File: src/rtl/ssp_defs.vh
// constants and field encodings for the sysref start and power control block
// ----------------------------------------------------------------------------
// ----------------------------------------------------------------------------
`ifndef SSP_DEFS_VH
`define SSP_DEFS_VH

`define SSP_MODE_BUF0 3'h0
`define SSP_MODE_BUF1 3'h1
`define SSP_MODE_EXT 3'h2
`define SSP_MODE_INT 3'h3
`define SSP_MODE_CONT 3'h4
`define SSP_MODE_STOP 3'h7

`define SSP_OPT_CNT0 2'h0
`define SSP_OPT_CNT1 2'h1
`define SSP_OPT_RISE 2'h2
`define SSP_OPT_FALL 2'h3

`define SSP_SRC_NO_PLL1_A 2'h0
`define SSP_SRC_NO_PLL1_B 2'h2
`define SSP_SRC_NO_PLL1_C 2'h3

`define SSP_WAIT_US 1000
`define SSP_CLK_MHZ 125
`define SSP_WAIT_CYC (`SSP_WAIT_US * `SSP_CLK_MHZ)

`define SSP_RST_FORCE_MID 1'b1
`define SSP_RST_OUT_EN 1'b0
`define SSP_RST_SPI_FOUR 1'b0
`define SSP_RST_SPI_READ_EDGE 1'b0
`define SSP_RST_SPI_LSB 1'b0
`define SSP_RST_SPI_STEP 1'b1

`endif

File: src/rtl/ssp_ctrl.v
// sysref generator, start-up sequencing and power-down decode
`timescale 1ns/100ps
`include "ssp_defs.vh"
module ssp_ctrl #(
	parameter NCH = 8,
	parameter NIN = 2,
	parameter NST = 4,
	parameter CNT_W = 8,
	parameter PER_W = 8,
	parameter WAIT_CYC = `SSP_WAIT_CYC
) (
	input wire clk,
	input wire resetn,
	input wire [NCH-1:0] channel_powerdown,
	input wire [2*NCH-1:0] output_powerdown,
	input wire [2*NCH-1:0] output_sync_path_powerdown,
	input wire [2*NCH-1:0] output_enable,
	input wire [NIN-1:0] input_disable,
	input wire oscillator_copy_output_off,
	input wire first_divider_off,
	input wire middle_divider_off,
	input wire last_divider_off,
	input wire loop0_feedback_select,
	input wire force_mid_clear,
	input wire force_mid_set,
	input wire pll1_lock_restart,
	input wire [1:0] pll_source_config,
	input wire divider_sync_trigger,
	input wire [2:0] sysref_generator_mode,
	input wire [1:0] sysref_option,
	input wire sysref_run_strobe,
	input wire [CNT_W-1:0] pulse_count,
	input wire [PER_W-1:0] pulse_half_period,
	input wire external_trigger_input,
	input wire [NST-1:0] fault_condition,
	input wire [NST-1:0] status_clear,
	input wire [3:0] spi_option_bits,
	output reg [2*NCH-1:0] output_on,
	output reg [2*NCH-1:0] output_sync_path_on,
	output reg [NCH-1:0] channel_on,
	output reg [NIN-1:0] input_on,
	output reg oscillator_copy_output_on,
	output reg [2:0] divider_on,
	output reg vcxo_force_mid,
	output reg pll0_lock_enable,
	output reg pll1_lock_start,
	output reg divider_sync_pulse,
	output wire settle_busy,
	output reg [NST-1:0] latched_status_bit,
	output reg spi_four_wire,
	output reg spi_read_rising,
	output reg spi_lsb_first,
	output reg spi_addr_step,
	output reg sysref_out,
	output reg sysref_active
);
	// ------------------------------------------------------------------
	// states of the pulse generator
	// ------------------------------------------------------------------
	localparam ST_IDLE = 4'b0001;
	localparam ST_ARMED = 4'b0010;
	localparam ST_BURST = 4'b0100;
	localparam ST_RUN = 4'b1000;

	reg [3:0] state_r;
	reg [3:0] state_nxt;
	reg [CNT_W-1:0] left_r;
	reg [CNT_W-1:0] left_nxt;
	reg [PER_W-1:0] tick_r;
	reg phase_r;
	reg gen_r;
	reg gen_nxt;
	reg trig_d_r;
	reg [2:0] mode_d_r;
	wire trig_s;
	wire trig_rise;
	wire trig_fall;
	wire mode_chg;
	wire half_done;
	wire pulse_end;
	wire sync_busy;
	wire pll1_lock_restart_busy;
	wire pll1_lock_restart_ok;

	// ------------------------------------------------------------------
	// pin synchroniser and settle timers
	// ------------------------------------------------------------------
	ssp_sync3 u_trig (
		.clk(clk),
		.resetn(resetn),
		.din(external_trigger_input),
		.dout(trig_s)
	);

	// the host waits on settle_busy before its next step
	ssp_wait_timer #(.CYCLES(WAIT_CYC)) u_sync_wait (
		.clk(clk),
		.resetn(resetn),
		.start(divider_sync_trigger),
		.busy(sync_busy)
	);

	ssp_wait_timer #(.CYCLES(WAIT_CYC)) u_pll1_lock_restart_wait (
		.clk(clk),
		.resetn(resetn),
		.start(pll1_lock_start),
		.busy(pll1_lock_restart_busy)
	);

	assign settle_busy = sync_busy | pll1_lock_restart_busy;
	assign pll1_lock_restart_ok = (pll_source_config != `SSP_SRC_NO_PLL1_A) &&
		(pll_source_config != `SSP_SRC_NO_PLL1_B) &&
		(pll_source_config != `SSP_SRC_NO_PLL1_C);

	// ------------------------------------------------------------------
	// power-down decode
	// ------------------------------------------------------------------
	genvar g;
	generate
		for (g = 0; g < 2*NCH; g = g + 1) begin : g_out
			always @(posedge clk or negedge resetn) begin
				if (!resetn) begin
					output_on[g] <= `SSP_RST_OUT_EN;
					output_sync_path_on[g] <= 1'b0;
				end else begin
					// channel off overrides both per-output bits
					output_on[g] <= output_enable[g] & ~channel_powerdown[g/2] &
						~(output_powerdown[g] & output_sync_path_powerdown[g]);
					output_sync_path_on[g] <= ~channel_powerdown[g/2] &
						~output_sync_path_powerdown[g];
				end
			end
		end
	endgenerate

	always @(posedge clk or negedge resetn) begin
		if (!resetn) begin
			channel_on <= {NCH{1'b0}};
			input_on <= {NIN{1'b0}};
			oscillator_copy_output_on <= 1'b0;
			divider_on <= 3'h0;
		end else begin
			channel_on <= ~channel_powerdown;
			input_on <= ~input_disable;
			oscillator_copy_output_on <= ~oscillator_copy_output_off;
			// host is trusted to keep the middle divider on when it is needed
			divider_on <= {~last_divider_off, ~middle_divider_off,
				~first_divider_off};
		end
	end

	// ------------------------------------------------------------------
	// start-up control, serial options and latched status
	// ------------------------------------------------------------------
	always @(posedge clk or negedge resetn) begin
		if (!resetn) begin
			vcxo_force_mid <= `SSP_RST_FORCE_MID;
			pll0_lock_enable <= 1'b0;
			pll1_lock_start <= 1'b0;
			divider_sync_pulse <= 1'b0;
			spi_four_wire <= `SSP_RST_SPI_FOUR;
			spi_read_rising <= `SSP_RST_SPI_READ_EDGE;
			spi_lsb_first <= `SSP_RST_SPI_LSB;
			spi_addr_step <= `SSP_RST_SPI_STEP;
			latched_status_bit <= {NST{1'b0}};
		end else begin
			if (force_mid_set) begin
				vcxo_force_mid <= 1'b1;
			end else if (force_mid_clear) begin
				vcxo_force_mid <= 1'b0;
			end
			pll0_lock_enable <= ~vcxo_force_mid;
			pll1_lock_start <= pll1_lock_restart & pll1_lock_restart_ok;
			divider_sync_pulse <= divider_sync_trigger;
			// option bits: four-wire, rising read edge, lsb first, no step
			spi_four_wire <= spi_option_bits[0];
			spi_read_rising <= spi_option_bits[1];
			spi_lsb_first <= spi_option_bits[2];
			spi_addr_step <= ~spi_option_bits[3];
			// a fault that persists sets again, winning over the clear
			latched_status_bit <= (latched_status_bit & ~status_clear) |
				fault_condition;
		end
	end

	// ------------------------------------------------------------------
	// pulse generator
	// ------------------------------------------------------------------
	assign trig_rise = trig_s & ~trig_d_r;
	assign trig_fall = ~trig_s & trig_d_r;
	assign mode_chg = (sysref_generator_mode != mode_d_r);
	assign half_done = (tick_r == {PER_W{1'b0}});
	assign pulse_end = gen_r & half_done & phase_r;

	always @* begin
		state_nxt = state_r;
		left_nxt = left_r;
		gen_nxt = gen_r;
		case (state_r)
			ST_IDLE: begin
				gen_nxt = 1'b0;
				if (sysref_run_strobe) begin
					case (sysref_generator_mode)
						`SSP_MODE_EXT: state_nxt = ST_ARMED;
						`SSP_MODE_INT: begin
							state_nxt = ST_BURST;
							left_nxt = pulse_count;
							gen_nxt = 1'b1;
						end
						`SSP_MODE_CONT: begin
							state_nxt = ST_RUN;
							gen_nxt = 1'b1;
						end
						default: state_nxt = ST_IDLE;
					endcase
				end
			end
			ST_ARMED: begin
				if (sysref_option[1] == 1'b0) begin
					if (trig_rise) begin
						state_nxt = ST_BURST;
						left_nxt = pulse_count;
						gen_nxt = 1'b1;
					end
				end else if ((sysref_option == `SSP_OPT_RISE) ? trig_rise : trig_fall) begin
					state_nxt = ST_RUN;
					gen_nxt = 1'b1;
				end
			end
			ST_BURST: begin
				// new triggers and strobes are not looked at here
				if (pulse_end) begin
					if (left_r <= {{(CNT_W-1){1'b0}}, 1'b1}) begin
						gen_nxt = 1'b0;
						if (sysref_generator_mode == `SSP_MODE_EXT) begin
							state_nxt = ST_ARMED;
						end else if (sysref_option == `SSP_OPT_CNT1) begin
							left_nxt = pulse_count;
							gen_nxt = 1'b1;
						end else begin
							state_nxt = ST_IDLE;
						end
					end else begin
						left_nxt = left_r - {{(CNT_W-1){1'b0}}, 1'b1};
					end
				end
			end
			ST_RUN: begin
				if (sysref_generator_mode == `SSP_MODE_EXT &&
					((sysref_option == `SSP_OPT_RISE) ? trig_fall : trig_rise)) begin
					state_nxt = ST_ARMED;
					gen_nxt = 1'b0;
				end
			end
			default: begin
				state_nxt = ST_IDLE;
				gen_nxt = 1'b0;
			end
		endcase
		// any mode change, and 111 in particular, ends generation
		if (mode_chg) begin
			state_nxt = ST_IDLE;
			gen_nxt = 1'b0;
		end
	end

	always @(posedge clk or negedge resetn) begin
		if (!resetn) begin
			state_r <= ST_IDLE;
			left_r <= {CNT_W{1'b0}};
			gen_r <= 1'b0;
			tick_r <= {PER_W{1'b0}};
			phase_r <= 1'b0;
			trig_d_r <= 1'b0;
			mode_d_r <= `SSP_MODE_STOP;
			sysref_out <= 1'b0;
			sysref_active <= 1'b0;
		end else begin
			state_r <= state_nxt;
			left_r <= left_nxt;
			gen_r <= gen_nxt;
			trig_d_r <= trig_s;
			mode_d_r <= sysref_generator_mode;
			if (!gen_r || half_done) begin
				tick_r <= pulse_half_period;
				phase_r <= gen_r & ~phase_r;
			end else begin
				tick_r <= tick_r - {{(PER_W-1){1'b0}}, 1'b1};
			end
			if (sysref_generator_mode == `SSP_MODE_BUF0 ||
				sysref_generator_mode == `SSP_MODE_BUF1) begin
				sysref_out <= trig_s;
			end else begin
				sysref_out <= gen_r & ~phase_r;
			end
			sysref_active <= gen_r;
		end
	end
endmodule

File: src/rtl/ssp_sync3.v
// three-stage synchroniser with agreement filter for an outside level
`timescale 1ns/100ps
module ssp_sync3 (
	input wire clk,
	input wire resetn,
	input wire din,
	output reg dout
);
	reg s1_r;
	reg s2_r;
	reg s3_r;

	// first stage is read only by the second
	always @(posedge clk or negedge resetn) begin
		if (!resetn) begin
			s1_r <= 1'b0;
			s2_r <= 1'b0;
			s3_r <= 1'b0;
			dout <= 1'b0;
		end else begin
			s1_r <= din;
			s2_r <= s1_r;
			s3_r <= s2_r;
			if (s2_r == s3_r) begin
				dout <= s3_r;
			end
		end
	end
endmodule

File: src/rtl/ssp_wait_timer.v
// one-shot busy timer started by a strobe, for the post-strobe settle time
`timescale 1ns/100ps
module ssp_wait_timer #(
	parameter CYCLES = 125000
) (
	input wire clk,
	input wire resetn,
	input wire start,
	output wire busy
);
	reg [31:0] cnt_r;

	always @(posedge clk or negedge resetn) begin
		if (!resetn) begin
			cnt_r <= 32'h0;
		end else if (start) begin
			cnt_r <= CYCLES;
		end else if (cnt_r != 32'h0) begin
			cnt_r <= cnt_r - 32'h1;
		end
	end

	assign busy = (cnt_r != 32'h0);
endmodule

File: config.mk
export PLATFORM = sky130hd
export DESIGN_NAME = ssp_ctrl
export DESIGN_NICKNAME = d
export VERILOG_FILES = /design/src/rtl/ssp_ctrl.v /design/src/rtl/ssp_sync3.v /design/src/rtl/ssp_wait_timer.v
export VERILOG_INCLUDE_DIRS = /design/src /design/src/rtl
export SDC_FILE = /design/constraint.sdc
export NUM_CORES = 1
export LEC_CHECK = 0
export ABC_AREA = 1
export BUFFER_PORTS_ARGS = -buffer_cell sky130_fd_sc_hd__clkbuf_2
export CELL_PAD_IN_SITES_DETAIL_PLACEMENT = 1
export CELL_PAD_IN_SITES_GLOBAL_PLACEMENT = 1
export CORE_MARGIN = 3
export CORE_UTILIZATION = 40
export DETAILED_ROUTE_END_ITERATION = 8
export PLACE_DENSITY = 0.9
export SKIP_LAST_GASP = 1
export SYNTH_ARGS = -nofsm -noshare
export SYNTH_HDL_FRONTEND = slang
export SYNTH_HIERARCHICAL = 1
export SYNTH_SLANG_ARGS = --single-unit
File: constraint.sdc
create_clock -name clk -period 1.8 [get_ports clk]
set_input_delay 0.27 -clock clk [delete_from_list [all_inputs] [get_ports clk]]
set_output_delay 0.27 -clock clk [all_outputs]
set_load 0.02 [all_outputs]
# ---- Word level (Yosys, flattened, before mapping)
# Index checks and enable logic that the tools add are counted.
dict set report totals {
  out_inout_bits 61
  input_bits 106
  regBits 154
}
dict set report op_classes {
  n_eq_ne 28
  mux 43
  n_reduce_logical 19
  n_lt_le_gt_ge 1
  bitwise 125
  add_sub_neg 4
}
# op count
set op_table {}
lappend op_table {{$mux 32} 4}
lappend op_table {{$mux 8} 9}
lappend op_table {{$and 1x1->1} 70}
lappend op_table {{$reduce_bool 32->1} 2}
lappend op_table {{$sub 32x1->32 const B} 2}
lappend op_table {{$not 1->1} 49}
lappend op_table {{$mux 4} 10}
lappend op_table {{$pmux 8 s3} 1}
lappend op_table {{$ne 3x3->1 const B} 6}
lappend op_table {{$mux 1} 16}
lappend op_table {{$pmux 4 s4} 1}
lappend op_table {{$sub 8x1->8 const B} 2}
lappend op_table {{$ne 2x2->1 const B} 6}
lappend op_table {{$ne 4x4->1 const B} 3}
lappend op_table {{$pmux 4 s3} 1}
lappend op_table {{$le 8x1->1 const B} 1}
lappend op_table {{$logic_not 8->1} 1}
lappend op_table {{$not 8->8} 1}
lappend op_table {{$reduce_and 8->1} 1}
lappend op_table {{$reduce_bool 2->1} 4}
lappend op_table {{$reduce_and 7->1} 1}
lappend op_table {{$eq 3x2->1 const B} 2}
lappend op_table {{$reduce_and 5->1} 1}
lappend op_table {{$and 4x4->4} 1}
lappend op_table {{other kinds (22)} 25}

# ---- Logic depth before layout (Yosys ltp)
# Gate-level depths: netlist of run 1.
dict set report logic_depth {
  word_depth 7
  depth_mapped 11
}

# ---- Cells and area by module
# The synthesis of run 1 kept the hierarchy.
# mod area_each_um2 n_inst seq_area_each_um2 cells_per_inst
set by_module_without_submodules {}
lappend by_module_without_submodules {ssp_ctrl 3598.5 1 2159.6 391}
lappend by_module_without_submodules {{ssp_wait_timer at u_sync_wait} 2042.0 1 800.8 306}
lappend by_module_without_submodules {{ssp_wait_timer at u_pll1_lock_restart_wait} 2039.5 1 800.8 300}
lappend by_module_without_submodules {ssp_sync3 116.4 1 100.1 8}

# ---- Worst setup path before layout of run 1
# No wires, ideal clock.
dict set report synth_timing {
  path_kind {flip-flop to output port}
  from {reg u_pll1_lock_restart_wait.cnt_r[0]}
  to {out settle_busy}
  n_path_buf 0
  slack_ns 0.053
  path_stages_with_launch 7
  t_arrival_ns 1.477
  path_cell_list {dfrtp_1 -> inv_1 -> ha_1 -> nand2_2 -> nor2_8 -> nand4_1 -> or2_2}
}
dict set report synth_between {
  elab_chain_cells 2
}
# element line_no
set synth_lines {}
lappend synth_lines {{from (decl)} ssp_wait_timer.v:11} ;# reg [31:0] cnt_r;
lappend synth_lines {{from (signal assigned)} ssp_wait_timer.v:19} ;# cnt_r <= cnt_r - 32'h1;
lappend synth_lines {{$reduce_bool 32->1} ssp_wait_timer.v:23} ;# assign busy = (cnt_r != 32'h0);
lappend synth_lines {{net pll1_lock_restart_busy} ssp_ctrl.v:82} ;# wire pll1_lock_restart_busy;
lappend synth_lines {{$or 1x1->1} ssp_ctrl.v:110} ;# assign settle_busy = sync_busy | pll1_lock_restart_busy;
lappend synth_lines {{to (decl)} ssp_ctrl.v:48} ;# output wire settle_busy,
# The timed path passes the listed nets, and every way through them passes these cells.

# ---- Final worst setup path of run 1
dict set report layout_timing {
  from {reg u_sync_wait.cnt_r[11]}
  to {out settle_busy}
}
dict set report layout_between {
  elab_chain_cells 2
}
# element line_no
set layout_lines {}
lappend layout_lines {{from (decl)} ssp_wait_timer.v:11}
lappend layout_lines {{from (signal assigned)} ssp_wait_timer.v:19}
lappend layout_lines {{$reduce_bool 32->1} ssp_wait_timer.v:23}
lappend layout_lines {{net sync_busy} ssp_ctrl.v:81} ;# wire sync_busy;
lappend layout_lines {{$or 1x1->1} ssp_ctrl.v:110}
# The timed path passes the listed nets, and every way through them passes these cells.

==> results of run 1 <==
-- per-layer routing --
metal  track usage (%)  wire length [microns]  vias up
met4              8.83                    898        0
met3              5.95                   1490       66
met2              50.7                  15900      262
met5                 0                      0        -
met1              29.1                  10800     3998
li1                  -                      -     3761
-- logic make-up (layout without fill, tap and decap cells) --
group | after synthesis | in the layout
AND/OR/NAND/NOR | 628 | 628
flip-flops | 154 | 154
buffers and inverters | 124 | 430
AO/OA/AOI/OAI | 73 | 73
XOR/XNOR | 21 | 21
adder cells (fa/ha/maj) | 5 | 5
-- cells in the mapped netlist (2+ instances only) --
| cell type | n | area share (%) |
|---|---|---|
| inv_2 | 2 | 0.096 |
| nor3_1 | 11 | 0.71 |
| nand3_1 | 84 | 5.4 |
| o21ai_0 | 23 | 1.5 |
| or2_2 | 5 | 0.40 |
| nor2_8 | 2 | 0.51 |
| buf_6 | 3 | 0.43 |
| o21bai_1 | 18 | 1.7 |
| dfstp_2 | 6 | 2.0 |
| dfrtp_1 | 148 | 48 |
| buf_4 | 2 | 0.19 |
| nand4_1 | 20 | 1.6 |
| a21oi_1 | 22 | 1.4 |
| clkinv_2 | 2 | 0.13 |
| and2_1 | 2 | 0.16 |
| nor2_4 | 5 | 0.72 |
| or2_0 | 2 | 0.16 |
| nand2_4 | 3 | 0.43 |
| a31oi_1 | 3 | 0.24 |
| xnor2_1 | 6 | 0.67 |
| xor2_1 | 15 | 1.7 |
| nor2_1 | 204 | 9.8 |
| nand2_1 | 254 | 12 |
| nor2_2 | 16 | 1.3 |
| inv_1 | 106 | 5.1 |
| nand2_2 | 9 | 0.72 |
| nor4_1 | 3 | 0.24 |
| nand3b_1 | 6 | 0.58 |
| o21ai_2 | 4 | 0.45 |
| clkbuf_1 | 5 | 0.24 |
| buf_2 | 3 | 0.19 |
| ha_1 | 5 | 0.80 |
-- layout by cell type, fill, tap and decap left out, drive strengths merged, types with 20 or more instances in the layout --
| cell | count |
|---|---|
| nand4 | 20 |
| inv | 114 |
| dfrtp | 148 |
| a21oi | 22 |
| nand2 | 266 |
| dlygate4sd3 | 38 |
| clkbuf | 181 |
| nand3 | 85 |
| nor2 | 227 |
| o21ai | 28 |
| buf | 85 |
-- critical path, cell delays in order (launching register included) --
cell and delay [ns]:
dfrtp_1 0.45, nor2_2 0.15, nand2_2 0.11, nor2_1 0.14, nand4_1 0.18, or2_4 0.27, buf_8 0.13
-- stage by stage --
stage | setup WS (ns) | setup TNS, ns | hold slack [ns]
2_1_floorplan | 0.0526 | 0 | -0.0256
5_1_grt | -0.401 | -1.78 | 0.00155
3_3_place_gp | 0.0535 | 0 | 0.216
6_report | -0.334 | -0.584 | 0.00456
4_1_cts | -0.324 | -0.324 | 0.000980
3_5_place_dp | 0.0307 | 0 | 0.218
-- layout make-up --
class	instances	area share [%]
Clock inverter	15	1.47
Tap cell	260	2.99
Timing Repair Buffer	287	17.9
Sequential cell	154	35.6
Inverter	111	3.89
Multi-Input combinational cell	727	34.3
Clock buffer	17	3.91
-- how the worst min path moves through the flow --
stage	startpoint	end	slack, ns	cells after the start
after floorplan	resetn	channel_on[0]	-0.03	0
after global placement	resetn	u_sync_wait/cnt_r[7]	0.22	1
after detailed placement	resetn	u_sync_wait/cnt_r[7]	0.22	1
after CTS	channel_powerdown[3]	output_sync_path_on[7]	0.001	2
after global routing	output_powerdown[6]	output_on[6]	0.002	2
final	output_powerdown[6]	output_on[6]	0.005	2
-- registers in the layout, indices dropped and copies added (netlist names), 2 cells and up --
signal                          count
u_pll1_lock_restart_wait/cnt_r     32
u_sync_wait/cnt_r                  32
output_on                          16
output_sync_path_on                16
channel_on                          8
left_r                              8
tick_r                              8
latched_status_bit                  4
state_r                             4
divider_on                          3
mode_d_r                            3
input_on                            2
-- power by group --
| part | switching, mW | total [mW] | internal [mW] |
|---|---|---|---|
| logic | 1.24 | 2.08 | 0.837 |
| registers | 0.295 | 4.06 | 3.77 |
| clock network | 1.66 | 3.62 | 1.96 |
| total | 3.20 | 9.76 | 6.56 |
-- what timing repair did --
action / in CTS / in global routing
hold endpoints to repair: 68 / 0
pin swaps: 8 / 28
setup endpoints to repair: 2 / 58
cloned: 0 / 1
resized for setup: 23 / 77
setup buffers: 6 / 15
hold buffers: 38 / 0
==> flow_metrics.tcl, run 1 <==
set metrics [dict create \
    row_count 50 \
    crit_path_start "u_sync_wait/cnt_r[11]" \
    multi_input_area_sq_mm 0.00372 \
    synth_area_sq_mm 0.00780 \
    coreArea_sq_mm 0.0190 \
    post_drt_via_cell_ratio 5.15 \
    fill_cells 2304 \
    drt_iter0_drc 375 \
    root_buffer "clkbuf_16" \
    diodes 0 \
    synthFlopType "dfrtp_1" \
    grt_max_degree 41 \
    synth_nets 1116 \
    synth_cell_types 38 \
    arrival_ns 1.86 \
    cts_num_sinks 154 \
    synthCells 1005 \
    synth-edff-count 0 \
    place.gp.congestion 0.893 \
    cp.required_ns 1.53 \
    utilization_pct 57.3 \
    final_cells 1571 \
    muxShareOfSynthArea_pct 0 \
    clockBufferDepth 2 \
    drcViolationCount 0 \
    period_needed_ns 2.13 \
    fin_crit_sh_pct 119 \
    nNetsFinal 1409 \
    synthXorXnorAreaFrac_pct 2.36 \
    drtPass1Iterations 4 \
    power_density_mw_per_mm2 898 \
    p_total_mw 9.76 \
    cts_tree "yes" \
    worstMarginPinSlew_ns 0.583 \
    grt_pass1_vias 8975 \
    post_dp_cell_area_sq_mm 0.00941 \
    grt_pass1_wl_mm 45.6 \
    fp.dieH_microns 146 \
    total_leakage_power_nw 5.72 \
    cp-end-kind "output port" \
    finalSetupViolations 7 \
    cts-buffers-inserted 17 \
    synth.avg_cell_area_sq_um 7.76 \
    place_inst 1479 \
    synth_top_family_by_area "simple AND/OR/NAND/NOR gates" \
    reg2reg_from "u_sync_wait/cnt_r[12]" \
    clk_latency_ns 0.44 \
    cp-endpoint "settle_busy" \
    fmax_mhz 469 \
    r2r_setup_slack_ns -0.10 \
    slew_headroom_pct 60.9 \
    ys_ff_latch 154 \
    wl_mm 29.0 \
    async_flop_share_pct 100 \
    rsz0062_at_grt "yes" \
    vdd_drop_max_uv 617 \
    cp-start-kind "flop" \
    ys_seq_area_share_pct 49.5 \
    htreeDepth 4 \
    cap_violations 0 \
    outcome "complete, but fails checks" \
    grt_use_total_pct 26.6 \
    via_count 8087 \
    worstPathMaxFanout 4 \
    yosys_warnings 6 \
    wl_per_cell_microns 18.5 \
    report.final.slew_viol_count 0 \
    dieArea_sq_mm 0.0212 \
    clock_skew_ns 0.0107 \
    die_x_microns 146 \
    crit_type "flop to output port" \
    regArea_sq_mm 0.00386 \
    violations "setup timing" \
    hold_violations 0 \
    yosys.area_share.simple_pct 35.3 \
    worstHoldPathType "primary input to flop" \
    route.antenna.remaining_nets 0 \
    drive_gt1_share_pct 31.3 \
    synthAdderAreaFrac_pct 0.802 \
    final_area_sq_mm 0.0109 \
    initial_utilization_pct 41.1 \
    synth-compound-area-share_pct 5.55 \
    fin_ws_ns -0.334 \
    dp_hpwl_mm 19.2 \
    path_clk_slew_ns 0.07 \
    portBuffers 165 \
    antenna_found_initial 0 \
    io_pins 167 \
    syn2layout_area_growth_pct 39.4 \
    reg2reg_to "u_sync_wait/cnt_r[31]" \
    globalRoute.totalOverflow 0 \
    rr_worst_depth 8 \
]
No activity file was read; power rests on OpenSTA's default activity.
==> inputs of run 2 (changes only) <==
--- a/config.mk
+++ b/config.mk
@@ -13,6 +13,7 @@
 export CORE_MARGIN = 3
 export CORE_UTILIZATION = 40
 export DETAILED_ROUTE_END_ITERATION = 8
+export HOLD_SLACK_MARGIN = 0.1
 export PLACE_DENSITY = 0.9
 export SKIP_LAST_GASP = 1
 export SYNTH_ARGS = -nofsm -noshare
==> run 2 against run 1 <==
The run still ends with setup timing left. Combinational power rose by 22%. Final cell count rose by 4.6%. Sequential share of layout area fell by 2.7 points. Worst setup slack got worse by 0.099 ns. Clock-buffer cell count did not move. First-iteration DRC count rose by 71%. Routed wire length rose by 32%. Sequential power rose by 1%. Worst hold slack improved by 0.11 ns. Non-clock buffer count rose by 71. Final area rose by 8.2%. Critical path type unchanged. Highest routed layer unchanged.
==> flow_metrics.tcl, run 2 (synthesized netlist as in run 1, its figures left out) <==
set metrics [dict create \
    portBuffers 165 \
    die_x_microns 146 \
    drtPass1Iterations 5 \
    wl_mm 38.4 \
    antenna_found_initial 1 \
    globalRoute.totalOverflow 0 \
    arrival_ns 1.96 \
    slowest_stage "dfrtp_1" \
    grt_pass1_wl_mm 52.7 \
    largestRegisters "u_pll1_lock_restart_wait/cnt_r x32, u_sync_wait/cnt_r x32" \
    p_total_mw 10.4 \
    slowest_delay_ns 0.42 \
    post_drt_via_cell_ratio 5.47 \
    io_pins 167 \
    place.gp.congestion 0.893 \
    final_cells 1643 \
    pre_cts_ws_ns 0.0307 \
    via_count 8993 \
    worstHoldPathType "primary input to flop" \
    most-common-layout-cells "nand2_1, nor2_1, clkbuf_2, dfrtp_1, dlygate4sd3_1" \
    cp-start-kind "flop" \
    row_count 50 \
    dp_hpwl_mm 19.2 \
    worstPathMaxFanout 3 \
    dieArea_sq_mm 0.0212 \
    vdd_drop_max_uv 700 \
    initial_utilization_pct 41.1 \
    power_density_mw_per_mm2 884 \
    total_leakage_power_nw 6.17 \
    clock_skew_ns 0.0139 \
    report.final.slew_viol_count 0 \
    cts-buffers-inserted 17 \
    drt_iter0_drc 640 \
    syn2layout_area_growth_pct 50.8 \
    clockBufferDepth 2 \
    fin_crit_sh_pct 124 \
    nNetsFinal 1480 \
    htreeDepth 4 \
    fmax_mhz 448 \
    drive_gt1_share_pct 32.3 \
    cts_num_sinks 154 \
    layout_commonest_cell "nand2_1" \
    cap_violations 0 \
    grt_pass1_vias 9767 \
    clk_latency_ns 0.45 \
    fp.dieH_microns 146 \
    cp.required_ns 1.53 \
    crit_path_cell_trace "nor2_2 > nand2_2 > nor2_1 > nand4_1 > or2_4 > buf_8" \
    finalSetupViolations 21 \
    place_inst 1479 \
    hold_violations 0 \
    path_delay_family "simple AND/OR/NAND/NOR gates" \
    grt_max_degree 41 \
    rsz0062_at_grt "yes" \
    fin_ws_ns -0.433 \
    crit_type "flop to output port" \
    drcViolationCount 0 \
    regArea_sq_mm 0.00387 \
    wl_per_cell_microns 23.4 \
    slew_headroom_pct 72.0 \
    fill_cells 2268 \
    worstMarginPinSlew_ns 0.419 \
    grt_use_total_pct 31.5 \
    coreArea_sq_mm 0.0190 \
    violations "setup timing" \
    cp-end-kind "output port" \
    multi_input_area_sq_mm 0.00390 \
    period_needed_ns 2.23 \
    route.antenna.remaining_nets 0 \
    cts_tree "yes" \
    fin_setup_tns_ns -1.46 \
    path_clk_slew_ns 0.07 \
    worst-path-buf-inv 1 \
    root_buffer "clkbuf_16" \
    outcome "complete, but fails checks" \
]
## run 2: final timing paths
| path | from | to | slack, ns | cells after the start |
|---|---|---|---|---|
| max | u_pll1_lock_restart_wait/cnt_r[10] | settle_busy | -0.43 | 6 |
| min | divider_sync_trigger | divider_sync_pulse | 0.12 | 1 |
| max reg2reg | u_pll1_lock_restart_wait/cnt_r[16] | u_pll1_lock_restart_wait/cnt_r[27] | -0.17 | 9 |
| min reg2reg | u_trig/s1_r | u_trig/s2_r | 0.39 | 0 |
| max in group asynchronous | resetn | state_r[0] | 0.81 | 3 |
| min in group asynchronous | resetn | u_sync_wait/cnt_r[7] | 0.32 | 2 |
## run 2: area by class of cell
type	count	area share [%]
Antenna cell	1	0.0213
Clock buffer	17	3.62
Clock inverter	15	1.36
Inverter	111	3.64
Multi-Input combinational cell	727	33.2
Sequential cell	154	32.9
Tap cell	260	2.77
Timing Repair Buffer	358	22.5
## run 2: metrics by stage
step	hold slack, ns	util (%)	area, sq um
2_1_floorplan	-0.0256	-	7800
6_report	0.118	62.0	11800
3_3_place_gp	0.216	49.7	9410
3_5_place_dp	0.218	49.7	9410
4_1_cts	0.111	58.7	11100
5_1_grt	0.142	62.0	11800
## run 2: metal layers
metal | track usage, % | vias to the layer above | part of all wire, %
met5 | 0 | - | 0
met4 | 18.1 | 0 | 8.1
met3 | 7.51 | 203 | 5.6
met2 | 58.8 | 451 | 52
met1 | 32.0 | 4437 | 34
li1 | - | 3902 | -
## run 2: repair_timing
action	in CTS	in global routing
endpoints found under the hold margin	100	1
hold buffers	102	1
endpoints found under the setup margin	2	72
pin swaps	8	40
resized for setup	23	135
setup buffers	6	21
gates cloned	0	1
## run 2: power by group
part	switching (mW)	leakage [nW]	internal [mW]	total, mW
Combinational	1.56	3.97	0.987	2.54
Clock	1.77	0.285	1.96	3.73
Sequential	0.356	1.91	3.77	4.12
Total	3.68	6.17	6.71	10.4
